===== src/pmrd_defs.svh =====
// Constants of the power mode sequencer: offsets, fields, resets, timing
// Assumes inclusion by its bare name from the src files
`ifndef PMRD_DEFS_SVH
`define PMRD_DEFS_SVH
// ****************************************
// Register offsets
// ****************************************
`define PMRD_OFS_STATUS 8'h00
`define PMRD_OFS_MASK   8'h04
`define PMRD_OFS_CTRL   8'h08
`define PMRD_OFS_LPTHR  8'h0C
`define PMRD_OFS_CFG2   8'h10
`define PMRD_OFS_MODE   8'h14
// ****************************************
// Status and mask fields
// ****************************************
`define PMRD_BIT_MAV    0
`define PMRD_BIT_CHG    1
`define PMRD_BIT_DONE   15
`define PMRD_LINE1_BITS 16'h8001
`define PMRD_LINE0_BITS 16'h0002
`define PMRD_UNMASKED   16'h8000
// ****************************************
// Reset values
// ****************************************
`define PMRD_RST_MASK   16'hFFFF
`define PMRD_RST_CTRL   16'h0000
`define PMRD_RST_LPTHR  8'h07
`define PMRD_RST_CFG2   8'h00
// ****************************************
// Timing
// ****************************************
`define PMRD_CLK_KHZ    25000
`define PMRD_TRANS_NS   1000
`define PMRD_STABLE_NS  320
`define PMRD_TRANS_CYC  ((`PMRD_TRANS_NS * `PMRD_CLK_KHZ + 999999) / 1000000)
`define PMRD_STABLE_CYC ((`PMRD_STABLE_NS * `PMRD_CLK_KHZ + 999999) / 1000000)
`endif


===== src/pmrd_pkg.sv =====
// Types of the power mode sequencer
// Assumes nothing beyond a SystemVerilog compiler
package pmrd_pkg;
    // Pin code {mode_select_hi, mode_select_lo}
    typedef enum logic [1:0] {
        PMRD_REDUCED = 2'b00,
        PMRD_NORMAL  = 2'b01,
        PMRD_LOW     = 2'b10,
        PMRD_SLEEP   = 2'b11
    } pmrd_mode_t;

    typedef enum logic [2:0] {
        PMRD_ST_NORMAL  = 3'b000,
        PMRD_ST_TRANS   = 3'b001,
        PMRD_ST_REDUCED = 3'b010,
        PMRD_ST_LOW     = 3'b011,
        PMRD_ST_SLEEP   = 3'b100
    } pmrd_state_t;

    // Mode pins; a drv bit low means the pin is left to its pull-up
    typedef struct packed {
        logic mode_select_hi;
        logic mode_select_hi_drv;
        logic mode_select_lo;
        logic mode_select_lo_drv;
    } pmrd_pins_t;
endpackage


===== src/pmrd_pin_sync.sv =====
// Pull-up resolution, three-flop sync and stability filter of mode pins
// Assumes pins asynchronous to clk
`timescale 1ns/1ns
module pmrd_pin_sync #(
    parameter int         W      = 2,
    parameter int         STABLE = 8,
    parameter logic [1:0] INIT   = 2'h1
) (
    // Clock and reset
    input  wire logic         clk,
    input  wire logic         rst_n,
    // Pads
    input  wire logic [W-1:0] pad_lvl,
    input  wire logic [W-1:0] pad_drv,
    // Filtered code
    output logic      [W-1:0] code_q,
    output logic              chg_q
);
    localparam int CW = $clog2(STABLE + 1);
    if (STABLE < 2 || W != 2) begin : g_chk
        $error("pmrd_pin_sync: unsupported parameters");
    end

    logic [W-1:0]  pad;
    logic [W-1:0]  ff1_q, ff2_q, ff3_q, cand_q, cand_d, code_d;
    logic [CW-1:0] cnt_q, cnt_d;
    logic          chg_d;

    // RULE2 pull-up resolution
    for (genvar i = 0; i < W; i++) begin : g_pad
        assign pad[i] = pad_drv[i] ? pad_lvl[i] : 1'b1;
    end

    // RULE12 stable sampling
    always_comb begin
        cand_d = cand_q;
        cnt_d  = cnt_q;
        code_d = code_q;
        chg_d  = 1'b0;
        if (ff2_q == ff3_q) begin
            if (ff3_q != cand_q) begin
                cand_d = ff3_q;
                cnt_d  = '0;
            end else if (cnt_q != CW'(STABLE - 1)) begin
                cnt_d = cnt_q + CW'(1);
            end else if (cand_q != code_q) begin
                code_d = cand_q;
                chg_d  = 1'b1;
            end
        end
    end

    always_ff @(posedge clk) begin
        if (!rst_n) begin
            ff1_q  <= '1;
            ff2_q  <= '1;
            ff3_q  <= '1;
            cand_q <= INIT;
            cnt_q  <= '0;
            code_q <= INIT;
            chg_q  <= 1'b0;
        end else begin
            ff1_q  <= pad;
            ff2_q  <= ff1_q;
            ff3_q  <= ff2_q;
            cand_q <= cand_d;
            cnt_q  <= cnt_d;
            code_q <= code_d;
            chg_q  <= chg_d;
        end
    end
endmodule // pmrd_pin_sync


===== src/pmrd_irq.sv =====
// Sticky status with write-one-to-clear, mask and two active-low lines
// Assumes set, clear and mask from logic on clk
`timescale 1ns/1ns
module pmrd_irq #(
    parameter int            W       = 16,
    parameter logic [W-1:0]  UNMASK  = '0,
    parameter logic [W-1:0]  LINE0   = '0,
    parameter logic [W-1:0]  LINE1   = '1
) (
    // Clock and reset
    input  wire logic         clk,
    input  wire logic         rst_n,
    // Events and clears
    input  wire logic [W-1:0] set,
    input  wire logic [W-1:0] hwclr,
    input  wire logic [W-1:0] w1c,
    input  wire logic [W-1:0] mask,
    // State and lines
    output logic      [W-1:0] status_q,
    output logic              line0_b_q,
    output logic              line1_b_q
);
    logic [W-1:0] status_d, act;
    logic         line0_b_d, line1_b_d;

    // RULE8 set wins over clear
    always_comb begin
        status_d  = (status_q & ~w1c & ~hwclr) | set;
        // RULE9 unmaskable bits
        act       = status_q & (mask | UNMASK);
        // RULE10 active low lines
        line0_b_d = ~|(act & LINE0);
        line1_b_d = ~|(act & LINE1);
    end

    always_ff @(posedge clk) begin
        if (!rst_n) begin
            status_q  <= '0;
            line0_b_q <= 1'b1;
            line1_b_q <= 1'b1;
        end else begin
            status_q  <= status_d;
            line0_b_q <= line0_b_d;
            line1_b_q <= line1_b_d;
        end
    end
endmodule // pmrd_irq


===== src/pmrd_top.sv =====
// Power mode selection, register reload and reset-done report
// Assumes an APB master on clk and an external controller on the pins
//
// Notes on behaviour
// RULE1: pin code selects normal, reduced, low, sleep
// RULE2: undriven mode pins read high
// RULE3: small variant only normal and sleep
// RULE4: controller drives mode pins from its outputs
// RULE5: return to normal reloads control register defaults
// RULE6: transition end sets done flag, line low
// RULE7: done flag zero during transition
// RULE8: writing one clears flag, releases line
// RULE9: done flag ignores its mask bit
// RULE10: interrupt lines are active low
// RULE11: reduced from low or sleep raises line
// RULE12: pins synchronised, changes taken once stable
`timescale 1ns/1ns
`include "pmrd_defs.svh"
module pmrd_top #(
    parameter bit FULL_MODES = 1'b1,
    parameter int TRANS_CYC  = `PMRD_TRANS_CYC,
    parameter int STABLE_CYC = `PMRD_STABLE_CYC
) (
    // Clock and reset
    input  wire logic                clk,
    input  wire logic                rst_n,
    // APB slave
    input  wire logic                psel,
    input  wire logic                penable,
    input  wire logic                pwrite,
    input  wire logic [7:0]          paddr,
    input  wire logic [31:0]         pwdata,
    output logic                     pready,
    output logic      [31:0]         prdata,
    output logic                     pslverr,
    // Mode pins
    input  wire pmrd_pkg::pmrd_pins_t pins,
    // Interrupts, active low
    output logic                     interrupt_out_b,
    output logic                     aux_interrupt_out_b,
    // Mode report
    output logic      [1:0]          power_mode,
    output logic                     in_transition
);
    localparam int TW = $clog2(TRANS_CYC + 1);
    if (TRANS_CYC < 1 || STABLE_CYC < 2) begin : g_chk
        $error("pmrd_top: unsupported timing parameters");
    end

    // ****************************************
    // Declarations
    // ****************************************
    pmrd_pkg::pmrd_state_t state_q, state_d;
    logic [TW-1:0]         cnt_q, cnt_d;
    logic [1:0]            code;
    logic                  chg;
    logic [1:0]            mode_q, mode_d;
    logic                  trans_q, trans_d;
    logic                  mav_evt, done_evt, chg_evt, reload;
    logic [15:0]           status, set, hwclr, w1c;
    logic [15:0]           mask_q, mask_d, ctrl_q, ctrl_d;
    logic [7:0]            lpthr_q, lpthr_d, cfg2_q, cfg2_d;
    logic                  pready_q, pready_d, pslverr_q, pslverr_d;
    logic [31:0]           prdata_q, prdata_d, rdata;
    logic                  hit, wr_go;

    // ****************************************
    // Pin sampling
    // ****************************************
    // RULE4 pins from controller
    pmrd_pin_sync #(
        .W      (2),
        .STABLE (STABLE_CYC),
        .INIT   (pmrd_pkg::PMRD_NORMAL)
    ) u_sync (
        .clk     (clk),
        .rst_n   (rst_n),
        .pad_lvl ({pins.mode_select_hi, pins.mode_select_lo}),
        .pad_drv ({pins.mode_select_hi_drv, pins.mode_select_lo_drv}),
        .code_q  (code),
        .chg_q   (chg)
    );

    // ****************************************
    // Mode state machine
    // ****************************************
    always_comb begin
        state_d  = state_q;
        cnt_d    = cnt_q;
        mav_evt  = 1'b0;
        done_evt = 1'b0;
        chg_evt  = 1'b0;
        reload   = 1'b0;
        if (chg) begin
            // RULE1 pin code decode
            unique case (pmrd_pkg::pmrd_mode_t'(code))
                pmrd_pkg::PMRD_NORMAL: begin
                    if (state_q != pmrd_pkg::PMRD_ST_NORMAL &&
                        state_q != pmrd_pkg::PMRD_ST_TRANS) begin
                        // RULE5 reload on return
                        state_d = pmrd_pkg::PMRD_ST_TRANS;
                        cnt_d   = '0;
                        reload  = 1'b1;
                        chg_evt = 1'b1;
                    end
                end
                pmrd_pkg::PMRD_REDUCED: begin
                    // RULE3 full variant only
                    if (FULL_MODES) begin
                        state_d = pmrd_pkg::PMRD_ST_REDUCED;
                        chg_evt = 1'b1;
                        // RULE11 start marked unless from normal
                        mav_evt = (state_q != pmrd_pkg::PMRD_ST_NORMAL);
                    end
                end
                pmrd_pkg::PMRD_LOW: begin
                    // RULE3 full variant only
                    if (FULL_MODES) begin
                        state_d = pmrd_pkg::PMRD_ST_LOW;
                        chg_evt = 1'b1;
                    end
                end
                pmrd_pkg::PMRD_SLEEP: begin
                    state_d = pmrd_pkg::PMRD_ST_SLEEP;
                    chg_evt = 1'b1;
                end
            endcase
        end else if (state_q == pmrd_pkg::PMRD_ST_TRANS) begin
            if (cnt_q == TW'(TRANS_CYC - 1)) begin
                // RULE6 transition finished
                state_d  = pmrd_pkg::PMRD_ST_NORMAL;
                done_evt = 1'b1;
            end else begin
                cnt_d = cnt_q + TW'(1);
            end
        end
    end

    always_comb begin
        trans_d = (state_d == pmrd_pkg::PMRD_ST_TRANS);
        unique case (state_d)
            pmrd_pkg::PMRD_ST_REDUCED: mode_d = pmrd_pkg::PMRD_REDUCED;
            pmrd_pkg::PMRD_ST_LOW:     mode_d = pmrd_pkg::PMRD_LOW;
            pmrd_pkg::PMRD_ST_SLEEP:   mode_d = pmrd_pkg::PMRD_SLEEP;
            default:                   mode_d = pmrd_pkg::PMRD_NORMAL;
        endcase
    end

    always_ff @(posedge clk) begin
        if (!rst_n) begin
            state_q <= pmrd_pkg::PMRD_ST_NORMAL;
            cnt_q   <= '0;
            mode_q  <= pmrd_pkg::PMRD_NORMAL;
            trans_q <= 1'b0;
        end else begin
            state_q <= state_d;
            cnt_q   <= cnt_d;
            mode_q  <= mode_d;
            trans_q <= trans_d;
        end
    end

    // ****************************************
    // Status and interrupts
    // ****************************************
    always_comb begin
        set   = '0;
        hwclr = '0;
        w1c   = '0;
        set[`PMRD_BIT_MAV]  = mav_evt;
        set[`PMRD_BIT_CHG]  = chg_evt;
        set[`PMRD_BIT_DONE] = done_evt;
        // RULE7 flag held low in transition
        hwclr[`PMRD_BIT_DONE] = (state_q == pmrd_pkg::PMRD_ST_TRANS) || reload;
        // RULE8 write one to clear
        if (wr_go && paddr == `PMRD_OFS_STATUS) begin
            w1c = pwdata[15:0];
        end
    end

    // RULE9 done bit bypasses mask
    pmrd_irq #(
        .W      (16),
        .UNMASK (`PMRD_UNMASKED),
        .LINE0  (`PMRD_LINE0_BITS),
        .LINE1  (`PMRD_LINE1_BITS)
    ) u_irq (
        .clk       (clk),
        .rst_n     (rst_n),
        .set       (set),
        .hwclr     (hwclr),
        .w1c       (w1c),
        .mask      (mask_q),
        .status_q  (status),
        .line0_b_q (aux_interrupt_out_b),
        .line1_b_q (interrupt_out_b)
    );

    // ****************************************
    // Registers
    // ****************************************
    assign wr_go = psel && penable && pready_q && pwrite;

    always_comb begin
        ctrl_d  = ctrl_q;
        mask_d  = mask_q;
        lpthr_d = lpthr_q;
        cfg2_d  = cfg2_q;
        if (wr_go) begin
            unique case (paddr)
                `PMRD_OFS_MASK:  mask_d  = pwdata[15:0];
                `PMRD_OFS_CTRL:  ctrl_d  = pwdata[15:0];
                `PMRD_OFS_LPTHR: lpthr_d = pwdata[7:0];
                `PMRD_OFS_CFG2:  cfg2_d  = pwdata[7:0];
                default: ;
            endcase
        end
        // RULE5 defaults, threshold and cfg2 kept
        if (reload) begin
            ctrl_d = `PMRD_RST_CTRL;
            mask_d = `PMRD_RST_MASK;
        end
    end

    always_ff @(posedge clk) begin
        if (!rst_n) begin
            ctrl_q  <= `PMRD_RST_CTRL;
            mask_q  <= `PMRD_RST_MASK;
            lpthr_q <= `PMRD_RST_LPTHR;
            cfg2_q  <= `PMRD_RST_CFG2;
        end else begin
            ctrl_q  <= ctrl_d;
            mask_q  <= mask_d;
            lpthr_q <= lpthr_d;
            cfg2_q  <= cfg2_d;
        end
    end

    // ****************************************
    // APB answer
    // ****************************************
    always_comb begin
        hit   = 1'b1;
        rdata = '0;
        unique case (paddr)
            `PMRD_OFS_STATUS: rdata[15:0] = status;
            `PMRD_OFS_MASK:   rdata[15:0] = mask_q;
            `PMRD_OFS_CTRL:   rdata[15:0] = ctrl_q;
            `PMRD_OFS_LPTHR:  rdata[7:0]  = lpthr_q;
            `PMRD_OFS_CFG2:   rdata[7:0]  = cfg2_q;
            `PMRD_OFS_MODE:   rdata[3:0]  = {FULL_MODES, trans_q, mode_q};
            default:          hit         = 1'b0;
        endcase
        pready_d  = psel && penable && !pready_q;
        prdata_d  = '0;
        pslverr_d = 1'b0;
        if (pready_d) begin
            prdata_d  = pwrite ? 32'h0000_0000 : rdata;
            pslverr_d = !hit;
        end
    end

    always_ff @(posedge clk) begin
        if (!rst_n) begin
            pready_q  <= 1'b0;
            prdata_q  <= '0;
            pslverr_q <= 1'b0;
        end else begin
            pready_q  <= pready_d;
            prdata_q  <= prdata_d;
            pslverr_q <= pslverr_d;
        end
    end

    assign pready        = pready_q;
    assign prdata        = prdata_q;
    assign pslverr       = pslverr_q;
    assign power_mode    = mode_q;
    assign in_transition = trans_q;
endmodule // pmrd_top


===== config.mk =====
export PLATFORM = sky130hd
export DESIGN_NAME = pmrd_top
export DESIGN_NICKNAME = d
export VERILOG_FILES = /design/src/pmrd_pkg.sv /design/src/pmrd_pin_sync.sv /design/src/pmrd_irq.sv /design/src/pmrd_top.sv
export VERILOG_INCLUDE_DIRS = /design/src /design/src/src
export SDC_FILE = /design/constraint.sdc
export NUM_CORES = 1
export LEC_CHECK = 0
export BUFFER_PORTS_ARGS = -buffer_cell sky130_fd_sc_hd__buf_2
export CORE_ASPECT_RATIO = 0.9
export CORE_MARGIN = 3
export CORE_UTILIZATION = 55
export DETAILED_ROUTE_END_ITERATION = 12
export GPL_TIMING_DRIVEN = 0
export MAX_ROUTING_LAYER = met4
export PLACE_DENSITY = 0.79
export SYNTH_ARGS = -nofsm -noshare
export SYNTH_HDL_FRONTEND = slang
export SYNTH_SLANG_ARGS = --single-unit
export TNS_END_PERCENT = 30

===== constraint.sdc =====
create_clock -name clk -period 3.6 [get_ports clk]
set_clock_uncertainty 0.1 [all_clocks]
set_input_delay 1.08 -clock clk [delete_from_list [all_inputs] [get_ports clk]]
set_output_delay 1.08 -clock clk [all_outputs]
set_load 0.1 [all_outputs]

# [Word level (Yosys, flattened, before mapping)]
# Index checks and enable logic that the tools add are counted.
[word_totals] inputBits=49 reg_bits=126
[op_classes] reduce_logical=33 n_bitwise=11 addsub=2 muxes=29 eq_ne=22
[ops] operator="$and 16x16->16" n=3
[ops] operator="$not 16->16" n=2
[ops] operator="$mux 5" n=5
[ops] operator="$pmux 4 s6" n=1
[ops] operator="$pmux 8 s3" n=1
[ops] operator="$pmux 4 s5" n=1
[ops] operator="$reduce_and 2->1" n=9
[ops] operator="$eq 8x4->1 const B" n=2
[ops] operator="$eq 8x5->1 const B" n=2
[ops] operator="$mux 16" n=1
[ops] operator="$or 16x16->16" n=1
[ops] operator="$mux 3" n=4
[ops] operator="$pmux 3 s4" n=1
[ops] operator="$mux 1" n=11
[ops] operator="$eq 8x3->1 const B" n=1
[ops] operator="$logic_not 8->1" n=1
[ops] operator="$mux 4" n=2
[ops] operator="$reduce_and 4->1" n=2
[ops] operator="$eq 3x1->1 const B" n=2
[ops] operator="$eq 3x2->1 const B" n=2
[ops] operator="$logic_and 1x1->1" n=6
[ops] operator="$pmux 2 s3" n=1
[ops] operator="$reduce_or 3->1" n=2
[ops] operator="$reduce_or 6->1" n=1
[ops] operator="other kinds (21)" n=33

# [Depth between registers and ports, before layout]
[logic_depth] depth_word=9 ltp_mapped=7 depth_no_buf=6

# [Modules after synthesis]
# Synthesis repeated with hierarchy kept, for this count alone.
[unflattened] hier_cells=552 area_unflattened_um2=5426.5
[by_module_without_submodules] module="pmrd_top" area_per_inst_um2=4086.4 cells_per_inst=427 n_inst=1
[by_module_without_submodules] module="pmrd_pin_sync" area_per_inst_um2=691.9 cells_per_inst=70 n_inst=1
[by_module_without_submodules] module="pmrd_irq" area_per_inst_um2=648.1 cells_per_inst=55 n_inst=1

# [Worst setup path before layout]
# No wires, ideal clock.
[synth_path] path_kind="input to register" from="input port paddr[6]" to="register ctrl_q[10]" arrival_time_ns=2.654 path_buffers=3 path_stages=7 path_slack_ns=0.714 setup_time_ns=0.132 path_cell_list="or4_4 buf_6 or4_1 buf_2 buf_2 nand2_1 a21oi_1"
[synth_via] elab_chain_cells=2
[synth_rtl] element="from (decl)" line="pmrd_top.sv:31" source="input wire logic [7:0] paddr,"
[synth_rtl] element="$eq 8x4->1" line="pmrd_top.sv:210" source="unique case (paddr)"
[synth_rtl] element="$reduce_and 2->1 (no line)"
[synth_rtl] element="to (signal assigned)" line="pmrd_top.sv:227" source="ctrl_q <= `PMRD_RST_CTRL;"
[synth_rtl] element="to (signal assigned)" line="pmrd_top.sv:232" source="ctrl_q <= ctrl_d;"
[synth_rtl] element="to (decl)" line="pmrd_top.sv:61" source="logic [15:0] mask_q, mask_d, ctrl_q, ctrl_d;"
# Every way passes these cells.
# A chain may end at the register's enable or synchronous reset.

# [Worst setup path in the final report]
[layout_path] from="input port paddr[3]" to="register prdata_q[15], in the netlist prdata[15]"
[layout_via] elab_chain_cells=2 elab_cells_between_ends=4
[layout_rtl] element="$eq 8x4->1 (tied with other cells)" line="pmrd_top.sv:245" source="unique case (paddr)"
[layout_rtl] element="$pmux 8 s3 *" line="pmrd_top.sv:245"
[layout_rtl] element="to (signal assigned)" line="pmrd_top.sv:270" source="prdata_q <= prdata_d;"
[layout_rtl] element="to (decl)" line="pmrd_top.sv:64" source="logic [31:0] prdata_q, prdata_d, rdata;"
# Mark *: on every way between the ends. The rest lies on a longest branch, timed or not.

==> impl_metrics.py <==
metrics = {
    "sta": {
        "maxSlewHeadroom_pct": 42.9,
        "drv_slew": 0,
        "finalHoldViolations": 0,
        "clock.fmax_ghz": 0.327,
        "setup_viol": 0,
        "rsz0062_at_grt": "false",
        "period_needed_ns": 3.05,
        "tightestPinTransition_ns": 0.851,
        "finalCritPeriodShare_pct": 84.8,
        "tns_ns": 0,
    },
    "synthesis": {
        "async_flop_share_pct": 0,
        "yosys_most_used_dff": "dfxtp_1",
        "ys_ff_latch": 110,
        "synth-edff-count": 0,
        "ys_seq_area_share_pct": 46.6,
        "synth-xor-area-share_pct": 1.67,
        "synth_top_family_by_area": "simple AND/OR/NAND/NOR gates",
        "synth_compound_area_share_pct": 10.8,
        "syn_area_per_cell_sq_um": 8.90,
        "synthAdderAreaFrac_pct": 0.794,
        "synthMuxAreaShare_pct": 9.88,
        "synth_cell_types": 51,
        "syn_inst": 531,
        "synthSimpleGateAreaFrac_pct": 23.7,
        "yosys_warnings": 0,
        "syn_area_sq_um": 4730,
    },
    "drt": {
        "drt-total-wl_mm": 11.0,
        "wl_per_cell_um": 15.1,
        "drtIter0Drc": 280,
        "vias": 3938,
        "drc_errors": 0,
        "viasPerCell": 5.40,
        "postRouteAntennaNets": 0,
        "dr.pass1.iters": 4,
    },
    "place": {
        "portBuffers": 52,
        "place_area_sq_um": 5190,
        "hpwl_mm": 7.88,
        "gp_congestion": 0.859,
    },
    "global_routing": {
        "busiest_layer": "met2",
        "use_met1_pct": 30.8,
        "grt_max_degree": 20,
        "met2_usage_pct": 39.1,
        "antenna_found_initial": 0,
        "overflow": 0,
        "gr-usage-all-layers_pct": 23.9,
        "grt_use_met3_pct": 4.74,
        "grt_pass1_vias": 3865,
        "grt_pass1_wl_mm": 18.3,
    },
    "setup_path": {
        "path_depth": 7,
        "crit_fanout": 10,
        "endpoint": "prdata[15]",
        "cp_common_cell": "buf_2",
        "path_cells": "buf_2 > buf_2 > buf_1 > clkbuf_1 > nand2_1 > nand4b_1 > nor2_1",
        "rrSetupSlack_ns": 1.35,
        "cp_top_family": "buffers and inverters",
        "slowest_stage": "buf_1",
        "r2r_start": "pready",
        "end_kind": "register",
        "r2r-end": "u_irq.status_q[5]",
        "path_class": "in -> reg",
        "max_stage_delay_ns": 0.60,
        "crit_path_start": "paddr[3]",
        "ff2ff_path_depth": 5,
        "start_kind": "primary input",
        "arrival_ns": 3.20,
        "path_buf_inv": 4,
        "cp.required_ns": 3.75,
    },
    "power_and_ir_drop": {
        "p_seq_share_pct": 55.4,
        "power.leakage_nw": 2.23,
        "power.density_nw_per_um2": 410,
        "p_sw_share_pct": 27.0,
        "p_int_mw": 1.61,
        "power.share.combinational_pct": 10.0,
        "pwr-share-clk_pct": 34.6,
        "peakVddDrop_v": 0.000231,
        "power_mw": 2.21,
        "p_sw_mw": 0.598,
    },
    "clock_network": {
        "cts_resized": 0,
        "cts.sinks": 110,
        "clk_pin_slew_ns": 0.11,
        "clk_latency_ns": 0.37,
        "cts_tree": "done",
        "numCtsBuffers": 9,
        "cts_setup_buffers": 0,
        "hold_buffers": 0,
        "clock_path_buffers": 2,
        "cts-root-buf": "clkbuf_8",
        "htree_levels": 3,
    },
    "die": {
        "die-area_sq_um": 9740,
        "core_region_area_sq_um": 8180,
        "initial_core_util_pct": 57.7,
        "die_w_um": 104,
        "ios": 88,
        "fp.dieH_um": 93.9,
        "rows": 31,
    },
    "finish": {
        "antenna_cells": 0,
        "nets": 661,
        "design_area_sq_um": 5390,
        "regArea_sq_um": 2200,
        "final_layout_size_suffix_gt1_share_pct": 17.8,
        "fin_util_pct": 65.9,
        "fillers": 711,
        "multi_input_area_sq_um": 2270,
        "area_growth_pct": 14.1,
    },
    "min_path": {
        "hp-class": "reg -> reg",
    },
    "outcome": {
        "outcome": "complete, no violations",
    },
    "job": {
        "maxCapViolCount": 0,
    },
}
metal layers:
| layer | part of all wire (%) | wire [um] |
|---|---|---|
| met1 | 45 | 4980 |
| met5 | 0 | 0 |
| met4 | 1.0 | 112 |
| met2 | 46 | 5050 |
| met3 | 7.9 | 875 |
cell families (layout without fill, tap and decap cells):
family	after synthesis	in the layout
and+or+nand+nor	224	224
DFF	110	110
AOI/OAI and AO/OA	87	87
buffers and inverters	58	126
muxes	39	39
xor gates and xnor gates	9	9
adders and majority gates	3	3
other	1	16
stage by stage:
stage | worst slack (ns) | hold slack, ns | std cells
after global routing | 0.413 | 0.358 | 729
final | 0.546 | 0.322 | 729
after detailed placement | 0.198 | 0.300 | 713
after CTS | 0.580 | 0.325 | 729
after global placement | 0.210 | 0.292 | 713
after floorplan | 0.714 | 0.280 | 546
cell type report:
| type | count | area share, % |
|---|---|---|
| Sequential cell | 110 | 40.9 |
| Buffer | 49 | 5.04 |
| Clock inverter | 7 | 1.49 |
| Tap cell | 115 | 2.67 |
| Clock buffer | 9 | 2.30 |
| Timing Repair Buffer | 52 | 4.83 |
| Inverter | 9 | 0.627 |
| Multi-Input combinational cell | 378 | 42.2 |
sequential cells by signal (all words and copies together) (netlist names), 3 cells and up:
name and flops:
cfg2_q 8, cnt_q 5, ctrl_q 16, lpthr_q 8, mask_q 16, prdata 16
state_q 3, u_irq.status_q 16, u_sync.cnt_q 4
power by group through the flow:
stage	clock network, mW	registers, mW	logic (mW)
6_report	0.764	1.23	0.221
2_1_floorplan	0	1.26	0.161
3_3_place_gp	0	1.25	0.216
5_1_grt	0.822	1.23	0.235
4_1_cts	0.772	1.23	0.219
3_5_place_dp	0	1.25	0.218
cells in the mapped netlist, drive strengths merged, types with 3 or more instances:
master	number	area share, %
dfxtp	110	47
mux4	6	2.9
a21boi	3	0.48
or4	4	0.71
nand3	31	3.3
nor4	4	1.5
mux2i	32	6.8
xnor2	5	0.93
or3	3	0.40
nand3b	6	0.95
nor2	35	2.8
nor3	3	0.32
nand4b	4	0.74
buf	32	4.4
o21ai	9	0.95
o21a	6	0.95
ha	3	0.79
xor2	4	0.74
clkbuf	17	1.4
inv	9	0.71
a21oi	49	5.2
nand2b	12	1.6
a31oi	4	0.53
nor2b	16	2.1
or3b	3	0.56
nand2	94	7.5
worst min path at each step:
stage	start	end	depth (start not counted)
4_1_cts	u_sync.ff1_q[0]	u_sync.ff2_q[0]	1
3_3_place_gp	u_sync.ff1_q[0]	u_sync.ff2_q[0]	1
5_1_grt	u_irq.status_q[14]	u_irq.status_q[14]	2
3_5_place_dp	u_sync.ff1_q[0]	u_sync.ff2_q[0]	1
6_report	u_sync.ff1_q[0]	u_sync.ff2_q[0]	1
2_1_floorplan	mask_q[1]	u_irq.line0_b_q	1
placed cells by master, fill, tap and decap left out, types with 9 or more instances in the layout:
cell type	n
dfxtp_1	110
nand2_1	94
buf_2	59
a21oi_1	49
nor2_1	35
mux2i_1	32
nand3_1	31
clkbuf_1	17
buf_4	17
nor2b_1	16
conb_1	16
nand2b_1	12
inv_1	9
o21ai_0	9
clkbuf_8	9
Power figures use the tool's default switching activity.
